--- src/include/vvt_pkg.sv ---
// constants and carrier types for the vertical timing and overflow block
package vvt_pkg;

    // port selects of the indexed register pair
    localparam logic       PORT_INDEX          = 1'b0;
    localparam logic       PORT_DATA           = 1'b1;
    localparam int         IDX_W               = 7;

    // register indices behind the data port
    localparam logic [6:0] IDX_VTOTAL_LOW      = 7'h06;
    localparam logic [6:0] IDX_VOVERFLOW       = 7'h07;
    localparam logic [6:0] IDX_PRESET_ROW      = 7'h08;
    localparam logic [6:0] IDX_MAX_SCAN        = 7'h09;
    localparam logic [6:0] IDX_START_HIGH      = 7'h0c;
    localparam logic [6:0] IDX_START_LOW       = 7'h0d;
    localparam logic [6:0] IDX_VSYNC_LOW       = 7'h10;
    localparam logic [6:0] IDX_VDE_END_LOW     = 7'h12;
    localparam logic [6:0] IDX_VBLANK_LOW      = 7'h15;
    localparam logic [6:0] IDX_LCMP_LOW        = 7'h18;

    // overflow register bit positions
    localparam int         OVF_VT8             = 0;
    localparam int         OVF_VDE8            = 1;
    localparam int         OVF_VSS8            = 2;
    localparam int         OVF_VBS8            = 3;
    localparam int         OVF_LC8             = 4;
    localparam int         OVF_VT9             = 5;
    localparam int         OVF_VDE9            = 6;
    localparam int         OVF_VSS9            = 7;
    // writable bits of the overflow register under group-0 protection
    localparam logic [7:0] OVF_PROT_KEEP       = 8'h10;

    // maximum scan line register bit positions
    localparam int         MSL_VBS9            = 5;
    localparam int         MSL_LC9             = 6;
    localparam int         MSL_DSCAN           = 7;

    // preset row scan register fields
    localparam logic [7:0] PRS_RD_MASK         = 8'h7f;

    // reset values
    localparam logic [7:0] RST_BYTE            = 8'h00;
    localparam logic [7:0] RST_MAX_SCAN        = 8'h00;
    localparam logic [6:0] RST_INDEX           = 7'h00;

    // panning byte widths in pixels
    localparam logic [5:0] PAN_STEP_NINE       = 6'h09;
    localparam logic [5:0] PAN_STEP_EIGHT      = 6'h08;

    // vertical sync length in scan lines
    localparam logic [9:0] VSYNC_LINES         = 10'h002;

    typedef struct packed {
        logic [9:0] total;
        logic [9:0] de_end;
        logic [9:0] sync_start;
        logic [9:0] blank_start;
        logic [9:0] line_cmp;
    } vvt_timing_s;

    typedef enum logic [1:0] {
        VVT_SYNC_OFF = 2'b01,
        VVT_SYNC_ON  = 2'b10
    } vvt_sync_e;

endpackage : vvt_pkg

--- src/design/vvt_vertical_timing.sv ---
// vertical timing with overflow assembly, line compare split, panning and row scan preset
`timescale 1ns/1ps
`default_nettype none

// Notes on behaviour
// RL1: vertical total is low byte plus overflow bit 0 as bit 8, bit 5 as bit 9.
// RL2: software sets vertical total to total frame scan lines minus two.
// RL3: display end is low byte plus overflow bit 1 as bit 8, bit 6 as bit 9.
// RL4: software sets display end to last active line number, active count minus one.
// RL5: sync start is low byte plus overflow bit 2 as bit 8, bit 7 as bit 9.
// RL6: blank start is low byte, overflow bit 3 as bit 8, max-scan bit 5 as bit 9.
// RL7: line compare is low byte, overflow bit 4 as bit 8, max-scan bit 6 as bit 9.
// RL8: on the compare line the memory address counter restarts at zero.
// RL9: lines above compare fetch from start address, from compare line onward from zero.
// RL10: line zero is the first active line; blank and sync start are line numbers.
// RL11: under group-0 protection overflow bits 7:5 and 3:0 ignore writes, bit 4 writable.
// RL12: byte panning in preset row bits 6:5 shifts image left zero to three bytes.
// RL13: panning codes give 0/9/18/27 pixels for nine-pixel text, else 0/8/16/24.
// RL14: nine-dot disable forces the eight-pixel panning amounts.
// RL15: byte panning adds to the pixel panning bits 3:0 for finer scrolling.
// RL16: starting row scan count picks the top text row's first character line.
// RL17: software normally leaves starting row scan count at zero.
// RL18: preset row register bit 7 reads as zero.
// RL19: double scanning advances the row scan counter every second scan line.
// RL20: software sets max-scan bits 4:0 to scan lines per text row minus one.
// RL21: line counter advances each scan line and wraps after total-implied count.
// RL22: display enable while line at or below end; sync and blank start on equality.
// RL23: row scan counter reloads from starting row scan count at each frame start.
module vvt_vertical_timing
    import vvt_pkg::*;
(
    input  wire logic        i_clk,
    input  wire logic        i_rst_n,
    input  wire logic        i_ce,
    // indexed register port
    input  wire logic        i_port_sel,
    input  wire logic        i_wr,
    input  wire logic        i_rd,
    input  wire logic [7:0]  i_wdata,
    output logic      [7:0]  o_rdata,
    // mode and neighbour inputs
    input  wire logic        i_grp0_protect,
    input  wire logic        i_nine_pixel_text,
    input  wire logic        i_nine_dot_disable,
    input  wire logic [3:0]  i_pixel_panning,
    input  wire logic [7:0]  i_row_pitch,
    input  wire logic        i_line_start,
    // timing outputs
    output logic      [9:0]  o_line_cnt,
    output logic      [4:0]  o_row_scan,
    output logic      [15:0] o_mem_addr,
    output logic             o_vde,
    output logic             o_vblank,
    output logic             o_vsync,
    output logic             o_frame_start,
    output logic      [5:0]  o_pan_shift
);

    logic [6:0]  index_r;
    logic [7:0]  vtotal_low_r;
    logic [7:0]  overflow_r;
    logic [7:0]  preset_row_r;
    logic [7:0]  max_scan_r;
    logic [7:0]  start_high_r;
    logic [7:0]  start_low_r;
    logic [7:0]  vsync_low_r;
    logic [7:0]  vde_end_low_r;
    logic [7:0]  vblank_low_r;
    logic [7:0]  lcmp_low_r;

    logic [9:0]  line_r;
    logic [9:0]  line_nxt;
    logic [4:0]  row_r;
    logic [4:0]  row_nxt;
    logic        dscan_phase_r;
    logic [15:0] row_base_r;
    logic [15:0] addr_r;
    logic        vde_r;
    logic        vblank_r;
    logic        frame_r;
    logic [5:0]  pan_r;
    logic [7:0]  rdata_r;
    logic [9:0]  sync_cnt_r;
    vvt_sync_e   sync_r;
    vvt_sync_e   sync_nxt;

    vvt_timing_s tim;
    logic        wr_data;
    logic        row_end;
    logic        frame_wrap;
    logic        row_adv;
    logic [5:0]  pan_step;
    logic [5:0]  pan_bytes;

    assign wr_data = i_wr && (i_port_sel == PORT_DATA);

    // assembly of the ten-bit vertical values
    always_comb begin
        tim             = '0;
        tim.total       = {overflow_r[OVF_VT9], overflow_r[OVF_VT8], vtotal_low_r};          // see RL1
        tim.de_end      = {overflow_r[OVF_VDE9], overflow_r[OVF_VDE8], vde_end_low_r};       // see RL3
        tim.sync_start  = {overflow_r[OVF_VSS9], overflow_r[OVF_VSS8], vsync_low_r};         // see RL5
        tim.blank_start = {max_scan_r[MSL_VBS9], overflow_r[OVF_VBS8], vblank_low_r};        // see RL6
        tim.line_cmp    = {max_scan_r[MSL_LC9], overflow_r[OVF_LC8], lcmp_low_r};            // see RL7
    end

    // index register
    always_ff @(posedge i_clk or negedge i_rst_n) begin
        if (!i_rst_n) begin
            index_r <= RST_INDEX;
        end else if (i_ce && i_wr && (i_port_sel == PORT_INDEX)) begin
            index_r <= i_wdata[IDX_W-1:0];
        end
    end

    // data registers behind the index
    always_ff @(posedge i_clk or negedge i_rst_n) begin
        if (!i_rst_n) begin
            vtotal_low_r  <= RST_BYTE;
            overflow_r    <= RST_BYTE;
            preset_row_r  <= RST_BYTE;
            max_scan_r    <= RST_MAX_SCAN;
            start_high_r  <= RST_BYTE;
            start_low_r   <= RST_BYTE;
            vsync_low_r   <= RST_BYTE;
            vde_end_low_r <= RST_BYTE;
            vblank_low_r  <= RST_BYTE;
            lcmp_low_r    <= RST_BYTE;
        end else if (i_ce && wr_data) begin
            case (index_r)
                IDX_VTOTAL_LOW: begin
                    vtotal_low_r <= i_wdata;
                end
                IDX_VOVERFLOW: begin
                    if (i_grp0_protect) begin
                        overflow_r <= (overflow_r & ~OVF_PROT_KEEP) | (i_wdata & OVF_PROT_KEEP);  // see RL11
                    end else begin
                        overflow_r <= i_wdata;
                    end
                end
                IDX_PRESET_ROW: begin
                    preset_row_r <= i_wdata & PRS_RD_MASK;
                end
                IDX_MAX_SCAN: begin
                    max_scan_r <= i_wdata;
                end
                IDX_START_HIGH: begin
                    start_high_r <= i_wdata;
                end
                IDX_START_LOW: begin
                    start_low_r <= i_wdata;
                end
                IDX_VSYNC_LOW: begin
                    vsync_low_r <= i_wdata;
                end
                IDX_VDE_END_LOW: begin
                    vde_end_low_r <= i_wdata;
                end
                IDX_VBLANK_LOW: begin
                    vblank_low_r <= i_wdata;
                end
                IDX_LCMP_LOW: begin
                    lcmp_low_r <= i_wdata;
                end
                default: begin
                end
            endcase
        end
    end

    // read data, registered
    always_ff @(posedge i_clk or negedge i_rst_n) begin
        if (!i_rst_n) begin
            rdata_r <= RST_BYTE;
        end else if (i_ce && i_rd) begin
            if (i_port_sel == PORT_INDEX) begin
                rdata_r <= {1'b0, index_r};
            end else begin
                case (index_r)
                    IDX_VTOTAL_LOW:  rdata_r <= vtotal_low_r;
                    IDX_VOVERFLOW:   rdata_r <= overflow_r;
                    IDX_PRESET_ROW:  rdata_r <= preset_row_r & PRS_RD_MASK;  // see RL18
                    IDX_MAX_SCAN:    rdata_r <= max_scan_r;
                    IDX_START_HIGH:  rdata_r <= start_high_r;
                    IDX_START_LOW:   rdata_r <= start_low_r;
                    IDX_VSYNC_LOW:   rdata_r <= vsync_low_r;
                    IDX_VDE_END_LOW: rdata_r <= vde_end_low_r;
                    IDX_VBLANK_LOW:  rdata_r <= vblank_low_r;
                    IDX_LCMP_LOW:    rdata_r <= lcmp_low_r;
                    default:         rdata_r <= RST_BYTE;
                endcase
            end
        end
    end

    // line counter: total value is lines minus two, so last line is total plus one
    always_comb begin
        frame_wrap = (line_r >= (tim.total + 10'h001));
        if (frame_wrap) begin
            line_nxt = '0;                                      // see RL21
        end else begin
            line_nxt = line_r + 10'h001;                        // see RL21
        end
    end

    always_ff @(posedge i_clk or negedge i_rst_n) begin
        if (!i_rst_n) begin
            line_r <= '0;
        end else if (i_ce && i_line_start) begin
            line_r <= line_nxt;                                 // see RL10
        end
    end

    // row scan counter with double scanning and frame preset
    assign row_adv = !max_scan_r[MSL_DSCAN] || dscan_phase_r;  // see RL19
    assign row_end = (row_r >= max_scan_r[4:0]);

    always_comb begin
        if (line_nxt == '0) begin
            row_nxt = preset_row_r[4:0];                        // see RL16
        end else if (!row_adv) begin
            row_nxt = row_r;
        end else if (row_end) begin
            row_nxt = '0;
        end else begin
            row_nxt = row_r + 5'h01;
        end
    end

    always_ff @(posedge i_clk or negedge i_rst_n) begin
        if (!i_rst_n) begin
            row_r         <= '0;
            dscan_phase_r <= 1'b0;
        end else if (i_ce && i_line_start) begin
            row_r <= row_nxt;                                   // see RL23
            if (line_nxt == '0) begin
                dscan_phase_r <= 1'b0;
            end else begin
                dscan_phase_r <= !dscan_phase_r;                // see RL19
            end
        end
    end

    // display memory address: start address at frame top, zero from the compare line
    always_ff @(posedge i_clk or negedge i_rst_n) begin
        if (!i_rst_n) begin
            row_base_r <= '0;
            addr_r     <= '0;
        end else if (i_ce && i_line_start) begin
            if (line_nxt == '0) begin
                row_base_r <= {start_high_r, start_low_r};      // see RL9
                addr_r     <= {start_high_r, start_low_r};      // see RL9
            end else if (line_nxt == tim.line_cmp) begin
                row_base_r <= '0;                               // see RL8
                addr_r     <= '0;                               // see RL8
            end else if (row_adv && row_end) begin
                row_base_r <= row_base_r + {8'h00, i_row_pitch};
                addr_r     <= row_base_r + {8'h00, i_row_pitch};
            end else begin
                addr_r <= row_base_r;
            end
        end
    end

    // display enable, blanking and frame start
    always_ff @(posedge i_clk or negedge i_rst_n) begin
        if (!i_rst_n) begin
            vde_r    <= 1'b0;
            vblank_r <= 1'b0;
            frame_r  <= 1'b0;
        end else if (i_ce) begin
            frame_r <= i_line_start && (line_nxt == '0);
            if (i_line_start) begin
                vde_r <= (line_nxt <= tim.de_end);              // see RL22
                if (line_nxt == '0) begin
                    vblank_r <= 1'b0;
                end else if (line_nxt == tim.blank_start) begin
                    vblank_r <= 1'b1;                           // see RL22
                end
            end
        end
    end

    // vertical sync pulse state
    always_comb begin
        sync_nxt = sync_r;
        case (sync_r)
            VVT_SYNC_OFF: begin
                if (i_line_start && (line_nxt == tim.sync_start)) begin
                    sync_nxt = VVT_SYNC_ON;                     // see RL22
                end
            end
            VVT_SYNC_ON: begin
                if (i_line_start && (sync_cnt_r >= VSYNC_LINES - 10'h001)) begin
                    sync_nxt = VVT_SYNC_OFF;
                end
            end
            default: begin
                sync_nxt = VVT_SYNC_OFF;
            end
        endcase
    end

    always_ff @(posedge i_clk or negedge i_rst_n) begin
        if (!i_rst_n) begin
            sync_r     <= VVT_SYNC_OFF;
            sync_cnt_r <= '0;
        end else if (i_ce) begin
            sync_r <= sync_nxt;
            if (sync_nxt != VVT_SYNC_ON) begin
                sync_cnt_r <= '0;
            end else if (sync_r == VVT_SYNC_ON && i_line_start) begin
                sync_cnt_r <= sync_cnt_r + 10'h001;
            end
        end
    end

    // horizontal panning amount
    always_comb begin
        if (i_nine_pixel_text && !i_nine_dot_disable) begin
            pan_step = PAN_STEP_NINE;                           // see RL13
        end else begin
            pan_step = PAN_STEP_EIGHT;                          // see RL14
        end
        case (preset_row_r[6:5])                                // see RL12
            2'b00:   pan_bytes = '0;
            2'b01:   pan_bytes = pan_step;
            2'b10:   pan_bytes = 6'(pan_step << 1);
            2'b11:   pan_bytes = 6'((pan_step << 1) + pan_step);
            default: pan_bytes = '0;
        endcase
    end

    always_ff @(posedge i_clk or negedge i_rst_n) begin
        if (!i_rst_n) begin
            pan_r <= '0;
        end else if (i_ce) begin
            pan_r <= pan_bytes + {2'b00, i_pixel_panning};      // see RL15
        end
    end

    assign o_rdata       = rdata_r;
    assign o_line_cnt    = line_r;
    assign o_row_scan    = row_r;
    assign o_mem_addr    = addr_r;
    assign o_vde         = vde_r;
    assign o_vblank      = vblank_r;
    assign o_vsync       = sync_r[1];
    assign o_frame_start = frame_r;
    assign o_pan_shift   = pan_r;

endmodule : vvt_vertical_timing

`default_nettype wire

--- config.mk ---
export PLATFORM = sky130hd
export DESIGN_NAME = vvt_vertical_timing
export DESIGN_NICKNAME = d
export VERILOG_FILES = /design/src/include/vvt_pkg.sv /design/src/design/vvt_vertical_timing.sv
export SDC_FILE = /design/constraint.sdc
export NUM_CORES = 1
export LEC_CHECK = 0
export ABC_AREA = 1
export BUFFER_PORTS_ARGS = -buffer_cell sky130_fd_sc_hd__buf_4
export CORE_ASPECT_RATIO = 0.5
export CORE_MARGIN = 2
export CORE_UTILIZATION = 65
export DETAILED_ROUTE_END_ITERATION = 16
export PLACE_DENSITY = 0.86
export SYNTH_ARGS = -nofsm -noshare
export SYNTH_HDL_FRONTEND = slang
export SYNTH_SLANG_ARGS = --single-unit
--- constraint.sdc ---
create_clock -name i_clk -period 9.75 [get_ports i_clk]
set_input_delay 0.4875 -clock i_clk [delete_from_list [all_inputs] [get_ports i_clk]]
set_output_delay 0.4875 -clock i_clk [all_outputs]
set_load 0.01 [all_outputs]
==> impl_metrics.env <==
export IMPL_setup_violations_final=0
export IMPL_final_nets=1273
export IMPL_port_buffers=78
export IMPL_syn_avg_cell_area_um2=7.719
export IMPL_cp_start_kind="register"
export IMPL_grt_pass1_wl_um=41260
export IMPL_r2r_start="vtotal_low_r[0]$_DFFE_PN0P_"
export IMPL_p_int_mw=1.511
export IMPL_ys_flop_type="dfrtp_1"
export IMPL_cap_violations=0
export IMPL_r2r_cells=23
export IMPL_min_period_ns=5.203
export IMPL_clkSinkCount=147
export IMPL_htreeDepth=4
export IMPL_top_layer="met4"
export IMPL_grt_max_degree=75
export IMPL_cp_max_fo=22
export IMPL_p_per_area_mw_per_mm2=260.6
export IMPL_seqCellArea_mm2=0.003680
export IMPL_cts_clk_slew_worst_paths_ns=0.07
export IMPL_fillCellCount=920
export IMPL_cts_buffers=17
export IMPL_largest_register_ffs=16
export IMPL_synth_cells=1128
export IMPL_grt_setup_unrepaired="false"
export IMPL_end_kind="register"
export IMPL_p_seq_share_pct=31.6
export IMPL_clock_path_buffers=2
export IMPL_switching_share_pct=42.08
export IMPL_hold_viol=0
export IMPL_antenna_left=0
export IMPL_syn_area_mm2=0.008707
export IMPL_setup_tns_ns=0
export IMPL_synth_xor_area_share_pct=3.707
export IMPL_hpwlAfterDp_um=18490
export IMPL_synth_top_family_by_area="simple AND/OR/NAND/NOR gates"
export IMPL_vdd_drop_max_mv=0.1554
export IMPL_pin_count=79
export IMPL_p_clk_share_pct=27.4
export IMPL_vias=8359
export IMPL_post_drt_wl_per_cell_um=18.93
export IMPL_synth_mux_area_share_pct=0
export IMPL_post_cts_resized=0
export IMPL_gr_total_overflow=0
export IMPL_cts_tree="built"
export IMPL_clock_latency_ns=0.42
export IMPL_fmax_mhz=192.2
export IMPL_combPwrFrac_pct=41.0
export IMPL_synth_area_top_cells="dfrtp_1 42%, nand2_1 15%, o21ai_0 7.8%"
export IMPL_post_cts_buffers=0
export IMPL_synth_most_common_cell="nand2_1"
export IMPL_synth_edf_count=0
export IMPL_arrival_ns=5.52
export IMPL_synth_top_area_share_pct=41.96
export IMPL_wl_um=26110
export IMPL_run_status="completed"
export IMPL_period_share_pct=53.37
export IMPL_yosysTopAreaCell="dfrtp_1"
export IMPL_crit_required_ns=10.06
export IMPL_rr_endpoint="o_mem_addr[12]$_DFFE_PN0P_"
export IMPL_antenna_found_initial=1
export IMPL_ys_seq_area_share_pct=42.26
export IMPL_slew_viol_final=0
export IMPL_leakage_nw=4.911
export IMPL_route_met3_wl_um=2754
export IMPL_yosys_area_share_simple_pct=23.81
export IMPL_vias_per_cell=6.062
export IMPL_slew_headroom_pct=30.58
export IMPL_multi_input_area_mm2=0.004304
export IMPL_initial_core_util_pct=67.60
export IMPL_coreArea_mm2=0.01288
export IMPL_place_gp_congestion=1.043
export IMPL_route_detailed_drc=0
export IMPL_ys_types=48
export IMPL_path_class="register to register"
export IMPL_ys_seq_elements=147
export IMPL_synthAdderAreaFrac_pct=6.783
export IMPL_ctsHoldBuffers=0
export IMPL_grt_pass1_vias=7805
export IMPL_r2r_slack_ns=4.55
export IMPL_fin_skew_ns=0.007083
export IMPL_std_cell_rows=29
export IMPL_final_core_util_pct=77.73
export IMPL_root_buffer="clkbuf_16"
export IMPL_num_antenna_cells=0
export IMPL_synth_compound_area_share_pct=15.13
export IMPL_die_w_um=167.7
export IMPL_met2_length_um=11540
export IMPL_post_route_cells_drive_above_1_share_pct=11.58
export IMPL_wl_met1_um=11090
export IMPL_drt_initial_drc_count=1217
export IMPL_dr_pass1_iters=7
export IMPL_netlist_top_cells_count="337 x nand2_1, 146 x dfrtp_1, 145 x inv_1, 135 x o21ai_0, 46 x nor2_1"
export IMPL_switching_power_mw=1.098
export IMPL_dieArea_mm2=0.01439
export IMPL_worst_pin_slew_ns=1.040
export IMPL_synthArstFlopShare_pct=100.0
export IMPL_min_path_type="primary input to async pin"
export IMPL_grtUsageTotal_pct=37.41
export IMPL_yosysWarningCount=0
export IMPL_synth_nets=1204
export IMPL_syn2layout_area_growth_pct=14.99
export IMPL_dieHeight_um=85.84
## how the worst max path moves through the flow
stage	endpoint	startpoint	cells past startpoint
CTS	o_mem_addr[2]$_DFFE_PN0P_	vtotal_low_r[0]$_DFFE_PN0P_	23
finish	o_mem_addr[12]$_DFFE_PN0P_	vtotal_low_r[0]$_DFFE_PN0P_	23
floorplan	o_mem_addr[11]$_DFFE_PN0P_	vtotal_low_r[0]$_DFFE_PN0P_	26
global placement	o_mem_addr[11]$_DFFE_PN0P_	vtotal_low_r[0]$_DFFE_PN0P_	23
detailed placement	o_mem_addr[12]$_DFFE_PN0P_	vtotal_low_r[0]$_DFFE_PN0P_	23
global route	o_mem_addr[2]$_DFFE_PN0P_	vtotal_low_r[0]$_DFFE_PN0P_	23
## power groups by stage
stage | sequential, mW | combinational, mW | clock [mW]
after floorplan | 0.824 | 0.726 | 0
after global placement | 0.824 | 0.992 | 0
after detailed placement | 0.828 | 1.03 | 0
after CTS | 0.820 | 1.04 | 0.712
after global routing | 0.837 | 1.18 | 0.737
final | 0.825 | 1.07 | 0.715
## per-stage QoR
stage	cell area (µm²)	power [mW]	setup WS (ns)	hold WS, ns	cells
after detailed placement	9384	1.859	4.859	0.4730	1348
after global placement	9384	1.816	5.090	0.4602	1348
after CTS	10010	2.576	4.729	0.1155	1379
after global routing	10010	2.758	4.205	0.1377	1379
final	10010	2.609	4.547	0.07374	1379
after floorplan	8707	1.549	6.237	0.1919	1128
## worst max-delay path, cell delays in order (launching register included)
cell and delay, ns:
dfrtp_1 0.40, inv_1 0.11, nor3_1 0.31, inv_1 0.07, nor3_1 0.25, nand2_1 0.09, nor2_1 0.18, nand3_1 0.11
xnor2_1 0.15, inv_1 0.07, ha_1 0.30, nand2_2 0.08, nor2_4 0.13, nand2_2 0.25, nand4_1 0.34, inv_2 0.10
nor4_2 0.27, nand2_1 0.09, nor2_2 0.79, inv_2 0.30, nand2_1 0.39, o21ai_0 0.15, nand2_1 0.09, nand2_1 0.05
## cell usage in the layout (no fill, tap or decap), types with 7 or more instances in the layout
cell       count
a21oi_1       36
a221oi_1      16
buf_4         79
clkbuf_16     17
dfrtp_1      146
ha_1          44
inv_1        145
nand2_1      337
nand3_1       42
nand4_1       16
nor2_1        46
nor3_1        14
o2111ai_1      7
o21ai_0      135
o22ai_1       17
xnor2_1       13
xor2_1        22
## routing by layer
| layer | global-route usage, % | up-vias |
|---|---|---|
| li1 | - | 3845 |
| met4 | 11.86 | 0 |
| met3 | 9.968 | 91 |
| met5 | 0 | - |
| met2 | 59.68 | 478 |
| met1 | 50.82 | 3945 |
## cell type report
class,count,area share [%]
tap,170,2.124
multi-input combinational,797,42.99
clock inverter,13,1.987
inverter,154,5.824
sequential,147,36.75
timing repair buffer,80,6.036
clock buffer,18,4.286
## kinds of logic (layout without fill, tap and decap cells)
group,Yosys count,count (layout)
xor+xnor,36,36
buf+inv,184,265
simple gates,483,483
flops,147,147
compound gates,232,232
fa+ha+maj,46,46
(Power assumes the default switching activity.)
